## src/ead_pkg.sv

```systemverilog
// constants and types for the effective address mode decoder
`default_nettype none
package ead_pkg;
  // ------------------------------------------------------------
  // field positions
  // ------------------------------------------------------------
  localparam int MODE_MSB = 7;
  localparam int MODE_LSB = 6;
  localparam int SEL_MSB = 2;
  localparam int SEL_LSB = 0;
  localparam int SCALE_MSB = 7;
  localparam int SCALE_LSB = 6;
  localparam int INDEX_MSB = 5;
  localparam int INDEX_LSB = 3;
  localparam int BASE_MSB = 2;
  localparam int BASE_LSB = 0;
  localparam int FOLLOW_BYTES = 5;

  // ------------------------------------------------------------
  // encodings
  // ------------------------------------------------------------
  localparam logic [1:0] MODE_NO_DISP = 2'h0;
  localparam logic [1:0] MODE_SHORT = 2'h1;
  localparam logic [1:0] MODE_FULL = 2'h2;
  localparam logic [1:0] MODE_REG = 2'h3;
  localparam logic [2:0] SEL_SCALED = 3'h4;
  localparam logic [2:0] SEL_LONG_ONLY = 3'h5;
  localparam logic [2:0] SEL_WORD_ONLY = 3'h6;
  localparam logic [2:0] INDEX_NONE = 3'h4;
  localparam logic [2:0] GREG_3 = 3'h3;
  localparam logic [2:0] GREG_4 = 3'h4;
  localparam logic [2:0] GREG_5 = 3'h5;
  localparam logic [2:0] GREG_6 = 3'h6;
  localparam logic [2:0] GREG_7 = 3'h7;
  localparam logic [1:0] SCALE_X1 = 2'h0;

  // ------------------------------------------------------------
  // reset values
  // ------------------------------------------------------------
  localparam logic [2:0] RST_SEL = 3'h0;
  localparam logic [31:0] RST_DISP = 32'h0;
  localparam logic [2:0] RST_EXTRA = 3'h0;

  typedef enum logic [1:0] {
    EAD_DISP_NONE,
    EAD_DISP_8,
    EAD_DISP_16,
    EAD_DISP_32
  } ead_disp_t;

  typedef enum logic {
    EAD_SEG_DATA,
    EAD_SEG_STACK
  } ead_seg_t;

  typedef enum logic [1:0] {
    EAD_W8,
    EAD_W16,
    EAD_W32
  } ead_width_t;
endpackage
`default_nettype wire

```

## src/ead_recipe_if.sv

```systemverilog
// recipe carried from the field decoder to the output stage
`default_nettype none
interface ead_recipe_if;
  logic mem_operand;
  logic sib_present;
  logic base_valid;
  logic [2:0] base_sel;
  logic index_valid;
  logic [2:0] index_sel;
  logic [1:0] scale_shift;
  ead_pkg::ead_disp_t disp_size;
  ead_pkg::ead_seg_t segment;
  logic reg_valid;
  logic [2:0] reg_sel;
  logic reg_high_byte;
  ead_pkg::ead_width_t reg_width;

  modport producer(output mem_operand, sib_present, base_valid, base_sel,
    index_valid, index_sel, scale_shift, disp_size, segment, reg_valid,
    reg_sel, reg_high_byte, reg_width);
  modport consumer(input mem_operand, sib_present, base_valid, base_sel,
    index_valid, index_sel, scale_shift, disp_size, segment, reg_valid,
    reg_sel, reg_high_byte, reg_width);
endinterface
`default_nettype wire
```

## src/ead_decoder_top.sv

```systemverilog
// registered effective address mode decoder
//
// Operation
// - Word addressing sums reg 3+6, 3+7, 5+6, 5+7, 6, 7, 5, 3 by selector, stack segment when reg 5 is used.
// - Word addressing adds a short displacement for mode 01 and a word one for 10; mode 00 selector 110 is word displacement alone.
// - Mode 11 in word operations names a word register, or with width 0 a low byte (000-011) or high byte (100-111).
// - Mode 11 in dword operations names a dword register, or the same bytes as word operations with width 0.
// - Dword addressing without the scaled byte uses the selector register, data segment, mode 00 selector 101 meaning long displacement alone.
// - Dword addressing selector 100 means a scaled byte follows; modes 01/10 with selector 101 use reg 5 in the stack segment.
// - With the scaled byte the address is base plus index times 1, 2, 4 or 8 plus the mode's displacement.
// - Scaled base 100 is reg 4 in stack; base 101 is long displacement under mode 00 and reg 5 in stack otherwise.
// - The index field names the same-numbered dword register, code 100 meaning no index.
// - No-index with a nonzero scale gives an undefined address.
// - Mode comes from the mode byte; scale, index and base from the scaled byte.
// - The mode byte is read with the word tables for word addressing and the dword tables otherwise.
// - Width 0 selects a byte operand, width 1 the full operation size.
// - The scaled byte exists only in dword addressing with selector 100 and mode not 11.
`default_nettype none
module ead_decoder_top (
  input wire logic sys_clk,
  input wire logic nrst,
  input wire logic in_valid,
  input wire logic addr32,
  input wire logic op32,
  input wire logic width_bit,
  input wire logic [7:0] mode_byte,
  input wire logic [39:0] follow_bytes,
  output var logic out_valid,
  output var logic mem_operand,
  output var logic sib_present,
  output var logic base_valid,
  output var logic [2:0] base_sel,
  output var logic index_valid,
  output var logic [2:0] index_sel,
  output var logic [1:0] scale_shift,
  output var ead_pkg::ead_disp_t disp_size,
  output var logic [31:0] displacement,
  output var ead_pkg::ead_seg_t segment,
  output var logic reg_valid,
  output var logic [2:0] reg_sel,
  output var logic reg_high_byte,
  output var ead_pkg::ead_width_t reg_width,
  output var logic [2:0] extra_bytes
);
  // ------------------------------------------------------------
  // field decode
  // ------------------------------------------------------------
  ead_recipe_if rcp ();

  ead_field_decoder u_fields (
    .addr32(addr32),
    .op32(op32),
    .width_bit(width_bit),
    .mode_byte(mode_byte),
    .scaled_index_byte(follow_bytes[7:0]),
    .rcp(rcp)
  );

  // ------------------------------------------------------------
  // displacement extraction
  // ------------------------------------------------------------
  logic [39:0] disp_window;
  logic [31:0] next_displacement;
  logic [2:0] next_extra;

  // skip the scaled byte when present
  assign disp_window = rcp.sib_present ? {8'h00, follow_bytes[39:8]}
                                       : follow_bytes;

  // byte count of a displacement size
  function automatic logic [2:0] disp_bytes(input ead_pkg::ead_disp_t d);
    case (d)
      ead_pkg::EAD_DISP_8: disp_bytes = 3'h1;
      ead_pkg::EAD_DISP_16: disp_bytes = 3'h2;
      ead_pkg::EAD_DISP_32: disp_bytes = 3'h4;
      default: disp_bytes = 3'h0;
    endcase
  endfunction

  always_comb begin
    // low byte first, short one sign-extended
    case (rcp.disp_size)
      ead_pkg::EAD_DISP_8: begin
        if (addr32) begin
          next_displacement = {{24{disp_window[7]}}, disp_window[7:0]};
        end else begin
          next_displacement = {16'h0000, {8{disp_window[7]}},
                               disp_window[7:0]};
        end
      end
      ead_pkg::EAD_DISP_16:
        next_displacement = {16'h0000, disp_window[15:0]};
      ead_pkg::EAD_DISP_32: next_displacement = disp_window[31:0];
      default: next_displacement = ead_pkg::RST_DISP;
    endcase
    next_extra = disp_bytes(rcp.disp_size) + {2'b00, rcp.sib_present};
  end

  // ------------------------------------------------------------
  // output stage
  // ------------------------------------------------------------
  always_ff @(posedge sys_clk or negedge nrst) begin
    if (!nrst) begin
      out_valid <= 1'b0;
    end else begin
      out_valid <= in_valid;
    end
  end

  always_ff @(posedge sys_clk or negedge nrst) begin
    if (!nrst) begin
      mem_operand <= 1'b0;
      sib_present <= 1'b0;
      base_valid <= 1'b0;
      base_sel <= ead_pkg::RST_SEL;
      index_valid <= 1'b0;
      index_sel <= ead_pkg::RST_SEL;
      scale_shift <= ead_pkg::SCALE_X1;
      disp_size <= ead_pkg::EAD_DISP_NONE;
      displacement <= ead_pkg::RST_DISP;
      segment <= ead_pkg::EAD_SEG_DATA;
      extra_bytes <= ead_pkg::RST_EXTRA;
    end else if (in_valid) begin
      mem_operand <= rcp.mem_operand;
      sib_present <= rcp.sib_present;
      base_valid <= rcp.base_valid;
      base_sel <= rcp.base_sel;
      index_valid <= rcp.index_valid;
      index_sel <= rcp.index_sel;
      scale_shift <= rcp.scale_shift;
      disp_size <= rcp.disp_size;
      displacement <= next_displacement;
      segment <= rcp.segment;
      extra_bytes <= next_extra;
    end
  end

  always_ff @(posedge sys_clk or negedge nrst) begin
    if (!nrst) begin
      reg_valid <= 1'b0;
      reg_sel <= ead_pkg::RST_SEL;
      reg_high_byte <= 1'b0;
      reg_width <= ead_pkg::EAD_W8;
    end else if (in_valid) begin
      reg_valid <= rcp.reg_valid;
      reg_sel <= rcp.reg_sel;
      reg_high_byte <= rcp.reg_high_byte;
      reg_width <= rcp.reg_width;
    end
  end
endmodule
`default_nettype wire

```

## src/ead_field_decoder.sv

```systemverilog
// combinational decode of the addressing bytes into a recipe
`default_nettype none
module ead_field_decoder (
  input wire logic addr32,
  input wire logic op32,
  input wire logic width_bit,
  input wire logic [7:0] mode_byte,
  input wire logic [7:0] scaled_index_byte,
  ead_recipe_if.producer rcp
);
  logic [1:0] mode;
  logic [2:0] sel;
  logic [1:0] scale_field;
  logic [2:0] index_field;
  logic [2:0] base_field;

  assign mode = mode_byte[ead_pkg::MODE_MSB:ead_pkg::MODE_LSB];
  assign sel = mode_byte[ead_pkg::SEL_MSB:ead_pkg::SEL_LSB];
  assign scale_field =
    scaled_index_byte[ead_pkg::SCALE_MSB:ead_pkg::SCALE_LSB];
  assign index_field =
    scaled_index_byte[ead_pkg::INDEX_MSB:ead_pkg::INDEX_LSB];
  assign base_field = scaled_index_byte[ead_pkg::BASE_MSB:ead_pkg::BASE_LSB];

  // displacement size from mode and address width
  function automatic ead_pkg::ead_disp_t disp_for_mode(
    input logic [1:0] m, input logic wide);
    if (m == ead_pkg::MODE_SHORT) begin
      disp_for_mode = ead_pkg::EAD_DISP_8;
    end else if (m == ead_pkg::MODE_FULL) begin
      disp_for_mode = wide ? ead_pkg::EAD_DISP_32 : ead_pkg::EAD_DISP_16;
    end else begin
      disp_for_mode = ead_pkg::EAD_DISP_NONE;
    end
  endfunction

  always_comb begin
    rcp.mem_operand = (mode != ead_pkg::MODE_REG);
    rcp.sib_present = 1'b0;
    rcp.base_valid = 1'b0;
    rcp.base_sel = ead_pkg::RST_SEL;
    rcp.index_valid = 1'b0;
    rcp.index_sel = ead_pkg::RST_SEL;
    rcp.scale_shift = ead_pkg::SCALE_X1;
    rcp.disp_size = disp_for_mode(mode, addr32);
    rcp.segment = ead_pkg::EAD_SEG_DATA;
    rcp.reg_valid = 1'b0;
    rcp.reg_sel = ead_pkg::RST_SEL;
    rcp.reg_high_byte = 1'b0;
    rcp.reg_width = ead_pkg::EAD_W8;
    if (mode == ead_pkg::MODE_REG) begin
      rcp.reg_valid = 1'b1;
      if (width_bit) begin
        rcp.reg_sel = sel;
        rcp.reg_width = op32 ? ead_pkg::EAD_W32 : ead_pkg::EAD_W16;
      end else begin
        rcp.reg_sel = {1'b0, sel[1:0]};
        rcp.reg_high_byte = sel[2];
        rcp.reg_width = ead_pkg::EAD_W8;
      end
    end else if (!addr32) begin
      rcp.base_valid = 1'b1;
      case (sel)
        3'h0: begin
          rcp.base_sel = ead_pkg::GREG_3;
          rcp.index_valid = 1'b1;
          rcp.index_sel = ead_pkg::GREG_6;
        end
        3'h1: begin
          rcp.base_sel = ead_pkg::GREG_3;
          rcp.index_valid = 1'b1;
          rcp.index_sel = ead_pkg::GREG_7;
        end
        3'h2: begin
          rcp.base_sel = ead_pkg::GREG_5;
          rcp.index_valid = 1'b1;
          rcp.index_sel = ead_pkg::GREG_6;
        end
        3'h3: begin
          rcp.base_sel = ead_pkg::GREG_5;
          rcp.index_valid = 1'b1;
          rcp.index_sel = ead_pkg::GREG_7;
        end
        3'h4: rcp.base_sel = ead_pkg::GREG_6;
        3'h5: rcp.base_sel = ead_pkg::GREG_7;
        3'h6: rcp.base_sel = ead_pkg::GREG_5;
        default: rcp.base_sel = ead_pkg::GREG_3;
      endcase
      if (mode == ead_pkg::MODE_NO_DISP && sel == ead_pkg::SEL_WORD_ONLY)
      begin
        rcp.base_valid = 1'b0;
        rcp.disp_size = ead_pkg::EAD_DISP_16;
      end
      if (rcp.base_valid && rcp.base_sel == ead_pkg::GREG_5) begin
        rcp.segment = ead_pkg::EAD_SEG_STACK;
      end
    end else if (sel == ead_pkg::SEL_SCALED) begin
      rcp.sib_present = 1'b1;
      rcp.scale_shift = scale_field;
      rcp.index_valid = (index_field != ead_pkg::INDEX_NONE);
      rcp.index_sel = index_field;
      rcp.base_valid = 1'b1;
      rcp.base_sel = base_field;
      if (base_field == ead_pkg::GREG_4) begin
        rcp.segment = ead_pkg::EAD_SEG_STACK;
      end else if (base_field == ead_pkg::GREG_5) begin
        if (mode == ead_pkg::MODE_NO_DISP) begin
          rcp.base_valid = 1'b0;
          rcp.disp_size = ead_pkg::EAD_DISP_32;
        end else begin
          rcp.segment = ead_pkg::EAD_SEG_STACK;
        end
      end
    end else begin
      rcp.base_valid = 1'b1;
      rcp.base_sel = sel;
      if (sel == ead_pkg::SEL_LONG_ONLY) begin
        if (mode == ead_pkg::MODE_NO_DISP) begin
          rcp.base_valid = 1'b0;
          rcp.disp_size = ead_pkg::EAD_DISP_32;
        end else begin
          rcp.segment = ead_pkg::EAD_SEG_STACK;
        end
      end
    end
  end
endmodule
`default_nettype wire

```

## config.mk

```make
export PLATFORM = sky130hd
export DESIGN_NAME = ead_decoder_top
export DESIGN_NICKNAME = d
export VERILOG_FILES = /design/src/ead_pkg.sv /design/src/ead_recipe_if.sv /design/src/ead_decoder_top.sv /design/src/ead_field_decoder.sv
export SDC_FILE = /design/constraint.sdc
export NUM_CORES = 1
export LEC_CHECK = 0
export BUFFER_PORTS_ARGS = -buffer_cell sky130_fd_sc_hd__buf_2
export CAP_MARGIN = 0
export CELL_PAD_IN_SITES_DETAIL_PLACEMENT = 1
export CELL_PAD_IN_SITES_GLOBAL_PLACEMENT = 1
export CORE_MARGIN = 4
export CORE_UTILIZATION = 25
export DETAILED_ROUTE_END_ITERATION = 7
export PLACE_DENSITY_LB_ADDON = 0.1
export SKIP_CTS_REPAIR_TIMING = 1
export SLEW_MARGIN = 20
export SYNTH_ARGS = -nofsm -noshare
export SYNTH_HDL_FRONTEND = slang
export SYNTH_SLANG_ARGS = --single-unit
export TNS_END_PERCENT = 100
```

## constraint.sdc

```tcl
create_clock -name sys_clk -period 2.1 [get_ports sys_clk]
set_input_delay 0.42 -clock sys_clk [delete_from_list [all_inputs] [get_ports sys_clk]]
set_output_delay 0.42 -clock sys_clk [all_outputs]
set_load 0.02 [all_outputs]
```

## Word level (Yosys, flattened, before mapping)

Index checks and enable logic that the tools add are counted.
W data, S select, Z words.

| operators by class | value |
|---|---|
| add/sub/neg operators | 1 |
| eq/ne operators | 17 |
| multiplexer cells | 60 |
| reductions and logical operators | 8 |

Operators by type and width:

| operator | number |
|---|---|
| $pmux W32 S3 | 1 |
| $mux W32 | 2 |
| $mux W2 | 16 |
| $mux W3 | 10 |
| $mux W1 | 28 |
| $eq A3 B3 Y1 const B | 6 |
| $pmux W3 S3 | 2 |
| $eq A2 B2 Y1 const B | 4 |
| $eq A3 B2 Y1 const B | 2 |
| $pmux W3 S2 | 1 |
| $eq A2 B1 Y1 const B | 2 |
| $reduce_or A2 Y1 | 2 |
| $reduce_or A4 Y1 | 1 |
| $add A3 B1 Y3 | 1 |
| $eq A3 B1 Y1 const B | 1 |
| $logic_not A3 Y1 | 1 |
| $ne A3 B3 Y1 const B | 1 |
| $reduce_or A3 Y1 | 1 |
| $logic_and A1 B1 Y1 | 2 |
| $logic_not A2 Y1 | 1 |
| $ne A2 B2 Y1 const B | 1 |

| word-level totals | value |
|---|---|
| bits in registers | 58 |
| bits of input ports | 54 |
| output and inout bits | 58 |
| logic and storage cells | 102 |

## Logic depth before layout (Yosys ltp)

| depth | value |
|---|---|
| word-level depth | 12 |
| mapped depth | 10 |
| mapped depth without buffers | 7 |

## Cells and area by module

From an unflattened synthesis, not the netlist that was laid out.

| unflattened totals | value |
|---|---|
| cell total of the unflattened synthesis | 272 |
| area total of the unflattened synthesis | 3065.4 µm² |

By module, submodules not included:

| module | instances | cells an instance | area an instance (µm²) | seq. area each (µm²) |
|---|---|---|---|---|
| ead_decoder_top | 1 | 210 | 2645.0 | 1451.4 |
| ead_field_decoder | 1 | 62 | 420.4 | 0.0 |

## Worst setup path before layout

OpenSTA, ideal clock, no wires.

| timing | value |
|---|---|
| path type | input to register |
| start | in mode_byte[2] |
| end | reg extra_bytes[1] |
| setup time | 0.125 ns |
| arrival | 2.130 ns |
| data required time | 1.975 ns |
| path slack | -0.155 ns |
| stages | 9 |
| path buffers | 3 |
| cells stage by stage | clkbuf_1 and4bb_1 buf_2 nand2_2 inv_2 buf_2 ha_1 ha_1 mux2_2 |

| on the way | value |
|---|---|
| elaborated cells between the ends (all ways) | 17 |
| classes of those cells | add/sub (1); eq/ne (6); mux (9); reduce/logical (1) |

RTL lines:

| what | line | text |
|---|---|---|
| start, declared | ead_decoder_top.sv:26 | `input wire logic [7:0] mode_byte,` |
| $eq A3 B3 Y1 | ead_field_decoder.sv:97 | `end else if (sel == ead_pkg::SEL_SCALED) begin` |
| $mux W1 | ead_field_decoder.sv:97 |  |
| $mux W1 | ead_field_decoder.sv:61 | `end else if (!addr32) begin` |
| $mux W1 | ead_field_decoder.sv:51 | `if (mode == ead_pkg::MODE_REG) begin` |
| net rcp.sib_present | ead_recipe_if.sv:5 | `logic sib_present;` |
| $add A3 B1 Y3 | ead_decoder_top.sv:96 | `next_extra = disp_bytes(rcp.disp_size) + {2'b00, rcp.sib_present};` |
| net next_extra[1] | ead_decoder_top.sv:64 | `logic [2:0] next_extra;` |
| end signal, assigned | ead_decoder_top.sv:122 | `extra_bytes <= ead_pkg::RST_EXTRA;` |
| end signal, assigned | ead_decoder_top.sv:134 | `extra_bytes <= next_extra;` |
| end, declared | ead_decoder_top.sv:43 | `output var logic [2:0] extra_bytes` |

The timed path passes the listed nets, and every way through them passes these cells.
A chain may end at the register's enable or synchronous reset.

## Worst setup path in the final report

| timing | value |
|---|---|
| start | in follow_bytes[1] |
| end | reg displacement[20] |

| on the way | value |
|---|---|
| cells in the longest elaborated chain, start to end | 8 |
| elaborated cells between the ends (all ways) | 11 |
| classes of those cells | eq/ne (5); mux (6) |

RTL lines:

| what | line | text |
|---|---|---|
| start, declared | ead_decoder_top.sv:27 | `input wire logic [39:0] follow_bytes,` |
| $eq A3 B3 Y1 | ead_field_decoder.sv:106 | `end else if (base_field == ead_pkg::GREG_5) begin` |
| $mux W2 | ead_field_decoder.sv:106 |  |
| $mux W2 * | ead_field_decoder.sv:104 | `if (base_field == ead_pkg::GREG_4) begin` |
| $mux W2 * | ead_field_decoder.sv:97 |  |
| $mux W2 * | ead_field_decoder.sv:61 |  |
| $mux W2 * | ead_field_decoder.sv:51 |  |
| $eq A2 B2 Y1 or $eq A2 B1 Y1 (tied branches) | ead_decoder_top.sv:82 | `case (rcp.disp_size)` |
| $pmux W32 S3 * | ead_decoder_top.sv:82 |  |
| end signal, assigned | ead_decoder_top.sv:120 | `displacement <= ead_pkg::RST_DISP;` |
| end signal, assigned | ead_decoder_top.sv:132 | `displacement <= next_displacement;` |
| end, declared | ead_decoder_top.sv:37 | `output var logic [31:0] displacement,` |

Every way passes the cells marked *; elsewhere a longest branch is shown, timed or not.

==> flow_metrics.py <==
metrics = {
    "status": {
        "status": "finished clean",
    },
    "timing": {
        "fmax_ghz": 0.583,
        "finalCritPeriodShare": 0.817,
        "whs_ps": 93.5,
        "drv_slew": 0,
        "period_minus_slack_ps": 1720,
        "finalHoldViolations": 0,
        "finalSetupViolCount": 0,
        "finClkSkew_ps": 0,
        "rsz0062_at_grt": "false",
        "tightest_slew_ps": 385,
        "tns_ps": 0,
        "relSlewSlack": 0.743,
    },
    "power_and_ir_drop": {
        "vdd.ir_drop.worst_v": 0.000418,
        "powerDensity_nw_per_um2": 781,
        "leakagePower_nw": 2.07,
        "fin_total_pwr_mw": 3.21,
    },
    "placement": {
        "gp_congestion": 0.745,
        "hpwl_um": 7520,
        "dpl_cell_area_um2": 3840,
        "port_buffers": 108,
    },
    "synthesis": {
        "synth_top_area_frac": 0.486,
        "ys_ff_latch": 58,
        "synth_ff_type": "dfrtp_1",
        "synth.most_common_cell": "dfrtp_1",
        "netlist-cell-type-count": 46,
        "avgSynthCellArea_um2": 10.7,
        "ys_warn_count": 0,
        "synth_nets": 335,
        "yosysTopAreaCell": "dfrtp_1",
        "synth_edf_count": 0,
        "syn_area_um2": 2990,
        "synth_common_cells": "dfrtp_1 (58), nand2_1 (32), mux2i_1 (25), inv_1 (21), o2bb2ai_1 (20)",
        "async_flop_share": 1.00,
        "yosysSeqAreaShare": 0.486,
        "netlist_instances": 279,
        "yosys-top-cells-area": "dfrtp_1 (49%), mux2i_1 (8.4%), o2bb2ai_1 (5.9%), o221ai_2 (5.0%), nand2_1 (4.0%)",
    },
    "setup_path": {
        "r2r_slack_ps": 1350,
        "worstReg2RegEnd": "disp_size[1]$_DFFE_PN0P_",
        "cp.required_ps": 2330,
        "crit_start": "follow_bytes[1]",
        "rr_startpoint": "disp_size[1]$_DFFE_PN0P_",
        "cp.arrival_ps": 1950,
        "start_kind": "primary input",
        "rr_worst_depth": 1,
        "worstSetupEndpoint": "displacement[20]$_DFFE_PN0P_",
        "crit_type": "primary input to flip-flop",
        "crit_fanout": 16,
        "critical_path.endpoint_type": "flip-flop",
    },
    "route": {
        "vias_per_cell": 4.82,
        "drtIter0Drc": 140,
        "drc": 0,
        "drt-pass1-iter-count": 4,
        "wire_per_inst_um": 18.4,
        "dr_total_vias": 2658,
        "wl_um": 10100,
        "ant_nets": 0,
    },
    "die": {
        "die-height_um": 117,
        "num_rows": 39,
        "fp.dieW_um": 117,
        "ioPinCount": 112,
        "start_util": 0.258,
        "core_area_um2": 11600,
        "dieArea_um2": 13800,
    },
    "grt": {
        "track_usage": 0.152,
        "grt_overflow": 0,
        "grt_pass1_wl_um": 16700,
        "grt_max_degree": 59,
        "grt_pass1_vias": 2966,
        "antenna_found_initial": 0,
    },
    "clocking": {
        "numClockSinks": 58,
        "htreeDepth": 3,
        "tritoncts": "done",
        "ctsRootBufferMaster": "clkbuf_16",
        "clk_pin_slew_ps": 50,
        "worstSkewPairLatency_ps": 330,
        "cts_buffers": 9,
        "clock_path_buffers": 2,
    },
    "final_layout": {
        "antenna_cells": 0,
        "final_area_um2": 4120,
        "drive_above_1_share": 0.421,
        "syn2layout_area_growth_pct": 37.7,
        "n_fill_cell": 1339,
        "num-nets-final": 461,
    },
    "run": {
        "cap_viol_max_count": 0,
    },
    "worst_hold_path": {
        "hold_path.class": "primary input to asynchronous set/reset pin",
    },
}
-- cells in the final DEF (no fill, tap or decap), types with 3 or more instances in the layout --
cell / synthesis / layout
buf_2: 5 / 108
dfrtp_1: 58 / 58
o31ai_1: 3 / 3
a31oi_1: 8 / 8
buf_4: 1 / 26
o2bb2ai_1: 20 / 20
a22o_1: 8 / 8
nand2_1: 32 / 32
o21ai_0: 5 / 5
clkinv_2: 0 / 3
mux2_2: 6 / 6
clkbuf_16: 0 / 9
buf_12: 1 / 3
nor2_1: 11 / 11
nor3_1: 3 / 3
a21oi_1: 14 / 14
o221ai_1: 6 / 6
inv_1: 21 / 21
mux2i_1: 25 / 25
o221ai_2: 10 / 10
-- metal layers --
layer  share of wire  vias to the layer above  GRT usage
met5               0                        -          0
met4           0.010                        0     0.0418
met3           0.053                        9     0.0443
met2            0.45                       75      0.233
met1            0.49                     1303      0.211
li1                -                     1271          -
-- how the worst min path moves through the flow --
stage	end	slack, ps	cells after the start
6_report	segment$_DFFE_PN0P_	90	2
5_1_grt	segment$_DFFE_PN0P_	120	2
4_1_cts	index_sel[0]$_DFFE_PN0P_	100	2
3_5_place_dp	index_sel[0]$_DFFE_PN0P_	460	2
3_3_place_gp	base_sel[2]$_DFFE_PN0P_	460	2
2_1_floorplan	base_sel[0]$_DFFE_PN0P_	120	0
-- metrics by stage --
step | std cells | util | worst slack (ps)
CTS | 552 | 0.356 | 389
global placement | 537 | 0.332 | 58.3
global route | 552 | 0.356 | 283
floorplan | 279 | - | 8.72
detailed placement | 537 | 0.332 | 52.7
finish | 552 | 0.356 | 383
-- worst max-delay path, cell delays in order --
cell	delay, ps
buf_2	120
and3b_1	230
o211ai_1	110
a31o_1	250
or4_4	580
o221ai_1	220
-- sequential cells by signal (all words and copies together) (netlist names) --
register / flops
displacement: 32
base_sel: 3
extra_bytes: 3
index_sel: 3
reg_sel: 3
disp_size: 2
reg_width: 2
scale_shift: 2
base_valid: 1
index_valid: 1
mem_operand: 1
out_valid: 1
reg_high_byte: 1
reg_valid: 1
segment: 1
sib_present: 1
-- cell type report --
cell class / count / area (um^2) / area share
clock inverters: 3 / 15.0 / 0.00365
inverters: 23 / 86.3 / 0.0210
clock buffers: 12 / 256 / 0.0623
repair buffers: 137 / 796 / 0.193
flip-flops and latches: 58 / 1450 / 0.353
well taps: 143 / 179 / 0.0435
multi-input cells: 176 / 1330 / 0.324
-- logic make-up (layout without fill, tap and decap cells) --
group                    after synthesis  in the layout  share of synthesized area
multiplexers                          31             31                      0.106
adder cells (fa/ha/maj)                2              2                    0.00837
flip-flops                            58             58                      0.486
AO/OA/AOI/OAI                         83             83                      0.231
buffers and inverters                 45            175                     0.0703
AND/OR/NAND/NOR                       59             59                     0.0955
XOR/XNOR                               1              1                    0.00293
-- report_power, final --
part	switching [mW]	total (mW)	internal, mW
Clock	0.503	1.35	0.849
Combinational	0.368	0.605	0.238
Sequential	0.0482	1.26	1.21
Total	0.919	3.21	2.29
Note: power is estimated with default switching activity, not from simulation.
